==> config.mk <==
export PLATFORM = sky130hd
export DESIGN_NAME = wsn_top
export DESIGN_NICKNAME = d
export VERILOG_FILES = /design/src/rtl/wsn_pkg.sv /design/src/rtl/wsn_adjust.sv /design/src/rtl/wsn_top.sv
export SDC_FILE = /design/constraint.sdc
export NUM_CORES = 1
export LEC_CHECK = 0
export BUFFER_PORTS_ARGS = -buffer_cell sky130_fd_sc_hd__buf_2
export CORE_ASPECT_RATIO = 0.5
export CORE_MARGIN = 10
export CORE_UTILIZATION = 55
export CTS_BUF_LIST = sky130_fd_sc_hd__clkbuf_8
export DETAILED_ROUTE_END_ITERATION = 8
export GPL_TIMING_DRIVEN = 0
export HOLD_SLACK_MARGIN = 0.08
export PLACE_DENSITY = 0.85
export SLEW_MARGIN = 20
export SYNTH_ARGS = -nofsm -noshare
export SYNTH_HDL_FRONTEND = slang
export SYNTH_SLANG_ARGS = --single-unit
export TNS_END_PERCENT = 20
==> constraint.sdc <==
create_clock -name clk -period 20.1 [get_ports clk]
set_clock_uncertainty 0.1 [all_clocks]
set_input_delay 1.005 -clock clk [delete_from_list [all_inputs] [get_ports clk]]
set_output_delay 1.005 -clock clk [all_outputs]
set_load 0.01 [all_outputs]
==> src/rtl/wsn_pkg.sv <==
// constants, types and command codes for the wiper shift and nonvolatile store block
// What this block does
// - A 6 dB up shift turns a zero wiper code into one and doubles a nonzero code below midscale.
// - A 6 dB up shift of a code at or above midscale saturates it to full scale 1023.
// - A 6 dB down shift moves the 10-bit code one place right, dropping bit 0 and filling zero.
// - The down shift truncates odd codes and never rounds, keeping the half-step error.
// - Store address 0 holds the saved channel 1 code, 1 the channel 2 code, 15 the tolerance.
// - Store addresses 2 to 14 each hold one 16-bit user word, thirteen in all.
// - User words are written by the store-user-data command and read back by the read-store command.
// - Saved codes load the wiper registers at power-on, on restore, on restore-all and on a preset pulse.
// - A restore leaves the read-mode power state set until a no-operation command clears it.
// - The tolerance word is set at the factory and is read-only to the host.
// - The tolerance word is sign-magnitude: bit 15 sign, bits 14:8 integer, bits 7:0 fraction.
package wsn_pkg;

  localparam int unsigned CODE_W = 10;
  localparam int unsigned WORD_W = 16;
  localparam int unsigned ADDR_W = 4;
  localparam int unsigned DEPTH  = 16;
  localparam int unsigned NCH    = 2;

  localparam logic [CODE_W-1:0] CODE_ZERO = 10'h000;
  localparam logic [CODE_W-1:0] CODE_ONE  = 10'h001;
  localparam logic [CODE_W-1:0] CODE_MID  = 10'h200;
  localparam logic [CODE_W-1:0] CODE_FULL = 10'h3FF;

  // store map
  localparam logic [ADDR_W-1:0] ADDR_SAVED_CH1 = 4'h0;
  localparam logic [ADDR_W-1:0] ADDR_SAVED_CH2 = 4'h1;
  localparam logic [ADDR_W-1:0] ADDR_USER_FIRST = 4'h2;
  localparam logic [ADDR_W-1:0] ADDR_USER_LAST = 4'hE;
  localparam logic [ADDR_W-1:0] ADDR_TOLERANCE = 4'hF;

  // tolerance word fields
  localparam int unsigned TOL_SIGN_BIT = 15;
  localparam int unsigned TOL_INT_MSB  = 14;
  localparam int unsigned TOL_INT_LSB  = 8;
  localparam int unsigned TOL_FRAC_MSB = 7;
  localparam int unsigned TOL_FRAC_LSB = 0;

  // reset values: factory midscale codes, blank user words, tolerance chosen arbitrarily
  localparam logic [WORD_W-1:0] SAVED_CODE_RESET = 16'h0200;
  localparam logic [WORD_W-1:0] USER_RESET       = 16'h0000;
  localparam logic [WORD_W-1:0] TOL_RESET        = 16'h8A5C;
  localparam logic [DEPTH-1:0][WORD_W-1:0] STORE_RESET =
    {TOL_RESET, {13{USER_RESET}}, SAVED_CODE_RESET, SAVED_CODE_RESET};

  // instruction codes
  localparam logic [3:0] OP_NOP         = 4'h0;
  localparam logic [3:0] OP_RESTORE     = 4'h1;
  localparam logic [3:0] OP_SAVE_WIPER  = 4'h2;
  localparam logic [3:0] OP_STORE_USER  = 4'h3;
  localparam logic [3:0] OP_DN6         = 4'h4;
  localparam logic [3:0] OP_DN6_ALL     = 4'h5;
  localparam logic [3:0] OP_DN1         = 4'h6;
  localparam logic [3:0] OP_DN1_ALL     = 4'h7;
  localparam logic [3:0] OP_RESTORE_ALL = 4'h8;
  localparam logic [3:0] OP_READ_STORE  = 4'h9;
  localparam logic [3:0] OP_READ_WIPER  = 4'hA;
  localparam logic [3:0] OP_WRITE_WIPER = 4'hB;
  localparam logic [3:0] OP_UP6         = 4'hC;
  localparam logic [3:0] OP_UP6_ALL     = 4'hD;
  localparam logic [3:0] OP_UP1         = 4'hE;
  localparam logic [3:0] OP_UP1_ALL     = 4'hF;

  typedef struct packed {
    logic [3:0]        opcode;
    logic [ADDR_W-1:0] addr;
    logic [WORD_W-1:0] data;
  } wsn_cmd_t;

  typedef enum logic [2:0] {
    ADJ_NONE,
    ADJ_UP6,
    ADJ_DN6,
    ADJ_UP1,
    ADJ_DN1
  } wsn_adj_t;

  typedef struct packed {
    logic [DEPTH-1:0][WORD_W-1:0] store;
    logic [NCH-1:0][CODE_W-1:0]   wiper;
    logic [23:0]                  rd_word;
    logic                         rd_valid;
    logic                         read_mode;
    logic                         por_pend;
    logic [1:0]                   pr_sync;
    logic                         pr_last;
  } wsn_state_t;

endpackage : wsn_pkg

==> src/rtl/wsn_adjust.sv <==
// one channel's wiper code step and 6 dB shift unit
module wsn_adjust (
  input  wire logic [wsn_pkg::CODE_W-1:0] code,
  input  wsn_pkg::wsn_adj_t                op,
  output logic      [wsn_pkg::CODE_W-1:0] result
);

  always_comb begin
    unique case (op)
      wsn_pkg::ADJ_UP6: begin
        if (code == wsn_pkg::CODE_ZERO) begin
          result = wsn_pkg::CODE_ONE;
        end else if (code >= wsn_pkg::CODE_MID) begin
          result = wsn_pkg::CODE_FULL;
        end else begin
          result = {code[wsn_pkg::CODE_W-2:0], 1'b0};
        end
      end
      // truncating right shift, odd codes lose half a step
      wsn_pkg::ADJ_DN6: result = {1'b0, code[wsn_pkg::CODE_W-1:1]};
      wsn_pkg::ADJ_UP1: begin
        if (code == wsn_pkg::CODE_FULL) begin
          result = code;
        end else begin
          result = code + wsn_pkg::CODE_ONE;
        end
      end
      wsn_pkg::ADJ_DN1: begin
        if (code == wsn_pkg::CODE_ZERO) begin
          result = code;
        end else begin
          result = code - wsn_pkg::CODE_ONE;
        end
      end
      wsn_pkg::ADJ_NONE: result = code;
      default:           result = code;
    endcase
  end

endmodule : wsn_adjust

==> src/rtl/wsn_top.sv <==
// wiper code registers, shift commands and the nonvolatile store
module wsn_top (
  input  wire logic                           clk,
  input  wire logic                           rst,
  input  wire logic                           cmd_valid,
  input  wsn_pkg::wsn_cmd_t                   cmd,
  input  wire logic                           preset_pin_n,
  output logic      [wsn_pkg::CODE_W-1:0]     wiper_code_ch1,
  output logic      [wsn_pkg::CODE_W-1:0]     wiper_code_ch2,
  output logic      [23:0]                    read_word,
  output logic                                read_valid,
  output logic                                read_mode_power,
  output logic                                tol_negative,
  output logic      [6:0]                     tol_int_pct,
  output logic      [7:0]                     tol_frac_pct
);

  wsn_pkg::wsn_state_t s_q;
  wsn_pkg::wsn_state_t s_d;

  wsn_pkg::wsn_adj_t   adj_op   [wsn_pkg::NCH];
  logic [wsn_pkg::CODE_W-1:0] adj_code [wsn_pkg::NCH];

  // channel picked by address bit 0
  function automatic logic chan_of(input logic [wsn_pkg::ADDR_W-1:0] addr);
    return addr[0];
  endfunction : chan_of

  // adjustment asked of one channel by a command
  function automatic wsn_pkg::wsn_adj_t adj_of(
    input logic [3:0]                  opcode,
    input logic [wsn_pkg::ADDR_W-1:0]  addr,
    input int unsigned                 ch
  );
    logic mine;
    mine = (32'(chan_of(addr)) == ch);
    unique case (opcode)
      wsn_pkg::OP_UP6:     return mine ? wsn_pkg::ADJ_UP6 : wsn_pkg::ADJ_NONE;
      wsn_pkg::OP_UP6_ALL: return wsn_pkg::ADJ_UP6;
      wsn_pkg::OP_DN6:     return mine ? wsn_pkg::ADJ_DN6 : wsn_pkg::ADJ_NONE;
      wsn_pkg::OP_DN6_ALL: return wsn_pkg::ADJ_DN6;
      wsn_pkg::OP_UP1:     return mine ? wsn_pkg::ADJ_UP1 : wsn_pkg::ADJ_NONE;
      wsn_pkg::OP_UP1_ALL: return wsn_pkg::ADJ_UP1;
      wsn_pkg::OP_DN1:     return mine ? wsn_pkg::ADJ_DN1 : wsn_pkg::ADJ_NONE;
      wsn_pkg::OP_DN1_ALL: return wsn_pkg::ADJ_DN1;
      default:             return wsn_pkg::ADJ_NONE;
    endcase
  endfunction : adj_of

  // saved code of a channel as a 10-bit wiper value
  function automatic logic [wsn_pkg::CODE_W-1:0] saved_code(
    input wsn_pkg::wsn_state_t st,
    input int unsigned         ch
  );
    return st.store[ch][wsn_pkg::CODE_W-1:0];
  endfunction : saved_code

  generate
    for (genvar g = 0; g < wsn_pkg::NCH; g++) begin : g_ch
      always_comb begin
        adj_op[g] = adj_of(cmd.opcode, cmd.addr, g);
      end

      wsn_adjust u_adjust (
        .code   (s_q.wiper[g]),
        .op     (adj_op[g]),
        .result (adj_code[g])
      );
    end
  endgenerate

  always_comb begin
    logic pr_rise;
    logic ch;
    s_d          = s_q;
    pr_rise      = 1'b0;
    ch           = chan_of(cmd.addr);
    s_d.rd_valid = 1'b0;

    // preset pin synchroniser and release edge
    s_d.pr_sync = {s_q.pr_sync[0], preset_pin_n};
    s_d.pr_last = s_q.pr_sync[1];
    pr_rise     = s_q.pr_sync[1] & ~s_q.pr_last;

    if (cmd_valid) begin
      // command word split as instruction, address, data
      unique case (cmd.opcode)
        wsn_pkg::OP_NOP: begin
          s_d.read_mode = 1'b0;
        end
        wsn_pkg::OP_RESTORE: begin
          s_d.wiper[ch]  = saved_code(s_q, 32'(ch));
          s_d.read_mode  = 1'b1;
        end
        wsn_pkg::OP_RESTORE_ALL: begin
          for (int i = 0; i < wsn_pkg::NCH; i++) begin
            s_d.wiper[i] = saved_code(s_q, i);
          end
          s_d.read_mode = 1'b1;
        end
        wsn_pkg::OP_SAVE_WIPER: begin
          s_d.store[ch] = {6'h00, s_q.wiper[ch]};
        end
        wsn_pkg::OP_STORE_USER: begin
          if (cmd.addr != wsn_pkg::ADDR_TOLERANCE) begin
            s_d.store[cmd.addr] = cmd.data;
          end
        end
        wsn_pkg::OP_READ_STORE: begin
          s_d.rd_word  = {cmd.opcode, cmd.addr, s_q.store[cmd.addr]};
          s_d.rd_valid = 1'b1;
        end
        wsn_pkg::OP_READ_WIPER: begin
          s_d.rd_word  = {cmd.opcode, cmd.addr, 6'h00, s_q.wiper[ch]};
          s_d.rd_valid = 1'b1;
        end
        wsn_pkg::OP_WRITE_WIPER: begin
          s_d.wiper[ch] = cmd.data[wsn_pkg::CODE_W-1:0];
        end
        default: begin
          for (int i = 0; i < wsn_pkg::NCH; i++) begin
            s_d.wiper[i] = adj_code[i];
          end
        end
      endcase
    end

    // preset held low parks wipers at midscale, release reloads them
    if (!s_q.pr_sync[1]) begin
      for (int i = 0; i < wsn_pkg::NCH; i++) begin
        s_d.wiper[i] = wsn_pkg::CODE_MID;
      end
    end else if (pr_rise) begin
      for (int i = 0; i < wsn_pkg::NCH; i++) begin
        s_d.wiper[i] = saved_code(s_q, i);
      end
    end

    // power-on reload in the first cycle after reset
    if (s_q.por_pend) begin
      for (int i = 0; i < wsn_pkg::NCH; i++) begin
        s_d.wiper[i] = saved_code(s_q, i);
      end
      s_d.por_pend = 1'b0;
    end
  end

  always_ff @(posedge clk or posedge rst) begin
    if (rst) begin
      s_q.store     <= wsn_pkg::STORE_RESET;
      s_q.wiper     <= {wsn_pkg::NCH{wsn_pkg::CODE_MID}};
      s_q.rd_word   <= 24'h000000;
      s_q.rd_valid  <= 1'b0;
      s_q.read_mode <= 1'b0;
      s_q.por_pend  <= 1'b1;
      s_q.pr_sync   <= 2'h3;
      s_q.pr_last   <= 1'b1;
    end else begin
      s_q <= s_d;
    end
  end

  always_comb begin
    wiper_code_ch1  = s_q.wiper[0];
    wiper_code_ch2  = s_q.wiper[1];
    read_word       = s_q.rd_word;
    read_valid      = s_q.rd_valid;
    read_mode_power = s_q.read_mode;
    // sign-magnitude tolerance fields
    tol_negative = s_q.store[wsn_pkg::ADDR_TOLERANCE][wsn_pkg::TOL_SIGN_BIT];
    tol_int_pct  = s_q.store[wsn_pkg::ADDR_TOLERANCE]
                            [wsn_pkg::TOL_INT_MSB:wsn_pkg::TOL_INT_LSB];
    tol_frac_pct = s_q.store[wsn_pkg::ADDR_TOLERANCE]
                            [wsn_pkg::TOL_FRAC_MSB:wsn_pkg::TOL_FRAC_LSB];
  end

endmodule : wsn_top

======== Yosys cells after proc, flatten, opt, wreduce, memory -nomap -nowiden ========
Index checks and enable logic that the tools add are counted.
operators by class
  add/sub/neg operators ................... 4
  order comparisons ....................... 8
  eq/ne operators ......................... 35
  muxes and demuxes ....................... 45
  bitwise logic cells ..................... 2
  reductions and logical operators ........ 16
operators by type and width
  kind                                                                      count
  256-bit bitwise mux                                                       2
  256-bit one-hot mux with 2 select lines                                   1
  256-bit two-way mux                                                       1
  10-bit two-way mux                                                        13
  10-bit one-hot mux with 4 select lines                                    2
  20-bit one-hot mux with 4 select lines                                    1
  16-bit binary-select mux with 4-bit select                                1
  16-bit demux with 4-bit select                                            1
  20-bit two-way mux                                                        3
  25-bit one-hot mux with 2 select lines                                    1
  16-bit two-way mux                                                        3
  3-bit one-hot mux with 8 select lines                                     2
  46-bit two-way mux                                                        1
  20-bit bitwise mux                                                        2
  4-bit equality test, second input constant                                8
  8-bit inequality test, second input constant                              4
  10-bit by 1-bit adder with 10-bit output, second input constant           2
  10-bit equality test, second input constant                               2
  10-bit >= comparator, second input constant                               2
  10-bit logical NOT                                                        2
  10-bit by 1-bit inequality test with 1-bit output, second input constant  2
  10-bit by 1-bit subtractor with 10-bit output, second input constant      2
  16-bit demux with 1-bit select                                            1
  4-bit by 3-bit equality test with 1-bit output, second input constant     4
  28 further kinds                                                          47
word-level totals
  register bits ........................... 306
  input port bits ......................... 28
  output and inout bits ................... 62

======== Depth between registers and ports, before layout ========
  word-level depth ........................ 10
  gate-level depth with buffers ........... 14
  depth with buffers taken out ............ 11

======== Cells and area by module ========
From an unflattened synthesis, not the netlist that was laid out.
second synthesis, totals
  cells, all modules ...................... 1455
  area total of the unflattened synthesis .. 17305.3 um^2
modules (own cells, without submodules)
  module      times used  cells an instance  area each (um^2)
  wsn_top     1           1145               15391.0
  wsn_adjust  2           155                957.2

======== Worst setup path before layout ========
OpenSTA, ideal clock, no wires.
  path type ............................... input to register
  start ................................... in cmd[23] in the netlist's numbering
  end ..................................... reg s_q, in the netlist wiper_code_ch2[5]
  setup time .............................. 66 ps
  arrival ................................. 3859 ps
  data required time ...................... 19934 ps
  path slack .............................. 16074 ps
  stages .................................. 13
  buffers on the path ..................... 4
  cells stage by stage .................... buf_2 buf_2 clkbuf_1 buf_1 or2_2 inv_1 ha_1 a211o_1 and4_1 o21ai_0 or4b_1 a211oi_1 a221o_1
between the ends
  cells in the longest elaborated chain, start to end .. 9
RTL lines
  element                                                                                       line             RTL
  start, declared                                                                               wsn_top.sv:6     input wsn_pkg::wsn_cmd_t cmd,
  4-bit by 3-bit equality test with 1-bit output / 4-bit equality test (equally long branches)  wsn_top.sv:37    unique case (opcode)
  3-bit one-hot mux with 8 select lines                                                         wsn_top.sv:37
  3-bit equality test (tied with other cells)                                                   wsn_adjust.sv:9  unique case (op)
  10-bit one-hot mux with 4 select lines                                                        wsn_adjust.sv:9
  20-bit one-hot mux with 4 select lines                                                        wsn_top.sv:87    unique case (cmd.opcode)
  46-bit two-way mux                                                                            wsn_top.sv:85    if (cmd_valid) begin
  20-bit two-way mux                                                                            wsn_top.sv:133   end else if (pr_rise) begin
  20-bit two-way mux                                                                            wsn_top.sv:129   if (!s_q.pr_sync[1]) begin
  20-bit two-way mux                                                                            wsn_top.sv:140   if (s_q.por_pend) begin
  end, declared                                                                                 wsn_top.sv:18    wsn_pkg::wsn_state_t s_q;
Parallel ways exist; a longest one is shown, timed or not. The select of a mux whose other input is x is not followed.
A chain may end at the register's enable or synchronous reset.

======== Worst setup path in the final report ========
  start ................................... in cmd[23] in the netlist's numbering
  end ..................................... reg s_q, in the netlist wiper_code_ch1[5]
Same word-level chain as after synthesis.

==> summary.md <==
| Metric | Value |
|---|---|
| Slowest CP cell | `a2111oi_0` |
| Worst Path Required | `20.48 ns` |
| Top-count cell post-synth | `dfrtp_1` |
| Share of synthesized flip-flops with an asynchronous set or reset | `100%` |
| Clock sink count | `306` |
| Count of different cell masters after synthesis | `80` |
| Slew of the pin with the lowest slew margin | `1.04 ns` |
| Die Y | `143 um` |
| ANT nets after route | `0` |
| First-pass GRT wire length | `roughly 78000 um` |
| Gr ovfl total | `0` |
| Critical path peak fanout | `10` |
| Number of hold buffers added after cts | `0` |
| DP Cell Count | `1857` |
| Core box area | `29300 sq um` |
| MaxCap Viol Count | `0` |
| I/O pins | `90` |
| Total Routing Usage GR | `26.4%` |
| Clk slew on worst S/H paths | `0.06 ns` |
| Avg Cell Area, Syn | `between 10 and 15 sq um` |
| Initial antenna violation count | `3` |
| Largest net degree at the start of global routing | `98` |
| Starting Density | `~57%` |
| Post-Synthesis Cells | `1380` |
| Hold Path Class | `register to register` |
| Layout cells sized above 1 | `37.4%` |
| Fmax | `~230 MHz` |
| DRC viols | `0` |
| Clk root buf | `clkbuf_8` |
| Die area | `between 30000 and 40000 sq um` |
| Synth area leader | `dfrtp_1` |
| Synth top area share | `a little over two fifths` |
| CP cell instances | `buf_2, buf_2, clkbuf_1, buf_1, nand2b_1, inv_1, ha_1, a211oi_1, o21bai_1, mux2i_1, a2111oi_0, a2111oi_0, o22a_1` |
| Final period util | `21.7%` |
| Hpwl dp | `between 30000 and 40000 um` |
| Slew Limit Headroom | `30.2%` |
| Drt wl/cell | `26.2 um` |
| Critical Path Max Stage Delay | `0.57 ns` |
| Yosys reg bits | `306` |
| PostCTS Resize Cnt | `0` |
| Setup CP Type | `input pin to register` |
| Yosys warns | `0` |
| Setup TNS | `0 ns` |
| Sequential fraction of the synthesis area | `46.3%` |
| Syn Nets | `approximately 1400` |
| Final hold vios | `0` |
| Via count of the first global-routing pass | `13300` |
| Worst-Skew Late Latency | `between 0.6 and 0.7 ns` |
| Clk buf depth | `3` |
| H-tree depth | `2` |
| Layout net count | `1558` |
| Unrepaired setup endpoints after global routing | `false` |
| CTS Buf Count | `44` |
| Routed vias/inst | `roughly 6.7` |
| Die width | `266 um` |
| CTS tree | `yes` |
| Final wirelength | `between 50000 and 60000 um` |
| CP Launch Type | `input pin` |
| Synth top cells by count | `dfrtp_1 (291), mux2_2 (214), nor2_1 (84)` |
| Ranking of synthesized cells by area | `dfrtp_1 (44%), mux2_2 (15%), mux4_2 (11%), buf_4 (2.9%), dfstp_2 (2.4%)` |
| Status | `completed` |
| Port bufs | `83` |
| Maximum VDD drop | `0.0445 mV` |
| Min setup slack post-route | `15.73 ns` |
| Crit. End Element | `register` |
| Final setup viols | `0` |
| Postcts setup bufs | `0` |
| RD Place Congestion | `1.02` |
| Cell Pwr Density | `84.2 nW/um^2` |
| Non-filler cells, final | `just under 2000` |
| Routed vias | `13000` |
| P_leak | `8.69 nW` |
| Post-Synthesis Cell Area | `16600 sq um` |
| Number of synthesized flops with an enable pin | `0` |
| Rows | `44` |
| Pre-CTS setup slack | `15.11 ns` |
| Slew Viols, Final | `0` |
| Worst EP arrival | `4.75 ns` |
| Minimum clock period | `between 4 and 5 ns` |
| Number of detailed-route iterations in the first pass | `6` |
| Main synth FF type | `dfrtp_1` |
| Syn-to-layout area delta | `11.9%` |
| Drt initial violations | `1595` |
cells in the final DEF, fill, tap and decap left out, types with 10 or more instances in the layout:
cell type	Yosys	routed
dfrtp_1	291	291
mux2_2	214	214
buf_2	26	109
nor2_1	84	84
clkbuf_1	81	81
mux4_2	80	80
nand2_1	65	65
buf_4	65	65
clkbuf_8	0	55
o21ai_0	47	47
inv_1	31	46
a21oi_1	46	46
a221oi_1	28	28
nor3_1	21	21
nand2b_1	18	18
ha_1	16	16
a22o_1	15	15
dfstp_2	15	15
mux2i_1	14	14
nand3_1	11	11
o221ai_1	11	11
a22oi_1	11	11
nor2b_1	10	10
routing by layer:
layer / vias to the layer above / wire, um / global-route usage (%)
met5: - / 0 / 0
met4: 0 / 2490 / 13.2
met3: 230 / 5550 / 7.04
met2: 921 / 23700 / 42.9
met1: 6508 / 19000 / 32.6
li1: 5341 / - / -
registers in the layout, indices dropped and copies added (netlist names):
register and cells:
read_mode_power 1, tol_int_pct 7, read_valid 1, tol_frac_pct 8, s_d 2, wiper_code_ch2 10, wiper_code_ch1 10, s_q 242
read_word 24, tol_negative 1
metrics by stage:
stage,power (W),hold slack [ns],instance area (sq um),utilization [%]
CTS,0.00155,0.256,18600,63.2
detailed placement,0.00101,0.247,17600,59.9
floorplan,0.000904,0.245,16600,-
global placement,0.000999,0.247,17500,59.6
finish,0.00156,0.256,18600,63.2
global route,0.00161,0.260,18600,63.2
final cells by class:
type                            instances  area (sq um)
Inverter                               32           128
Multi-Input combinational cell        857          7790
Sequential cell                       306          7680
Antenna cell                            3          7.51
Fill cell                            2132         10800
Clock buffer                           55           757
Tap cell                              391           489
Buffer                                185           996
Clock inverter                         27           215
Timing Repair Buffer                   86           498
logic make-up (layout without fill, tap and decap cells):
group / count (synthesis) / count (layout) / share of synthesized area (%)
flip-flops: 306 / 306 / 46.3
AND/OR/NAND/NOR: 270 / 270 / 8.05
AO/OA/AOI/OAI: 249 / 249 / 10.6
buffers and inverters: 217 / 385 / 6.73
multiplexers: 308 / 308 / 26.2
other: 1 / 4 / 0.0226
adder cells (fa/ha/maj): 18 / 18 / 1.45
XOR/XNOR: 11 / 11 / 0.581
worst paths after layout:
path                            cells after the start         startpoint  slack [ns]                 to
worst min register to register                      0             s_d[2]        0.26             s_d[0]
max in group asynchronous                           4                rst       18.37             s_d[0]
worst min-delay path                                0             s_d[2]        0.26             s_d[0]
min in group asynchronous                           2                rst        0.28           s_q[143]
worst max-delay path                               13            cmd[23]       15.73  wiper_code_ch1[5]
worst max register to register                      9  wiper_code_ch1[0]       17.15  wiper_code_ch1[6]
worst max-delay path, delay by kind of cell:
family | cells | cell delay (ns)
muxes | 1 | 0.15
AOI/OAI and AO/OA | 5 | 1.58
adders and majority gates | 1 | 0.32
buffers and inverters | 5 | 1.47
and+or+nand+nor | 1 | 0.21
report_power, final:
group / total, W / switching, W / internal (W)
Clock: 0.000551 / 0.000262 / 0.000289
Sequential: 0.000711 / 0.0000503 / 0.000661
Combinational: 0.000301 / 0.000172 / 0.000129
No activity file was read; power rests on OpenSTA's default activity.
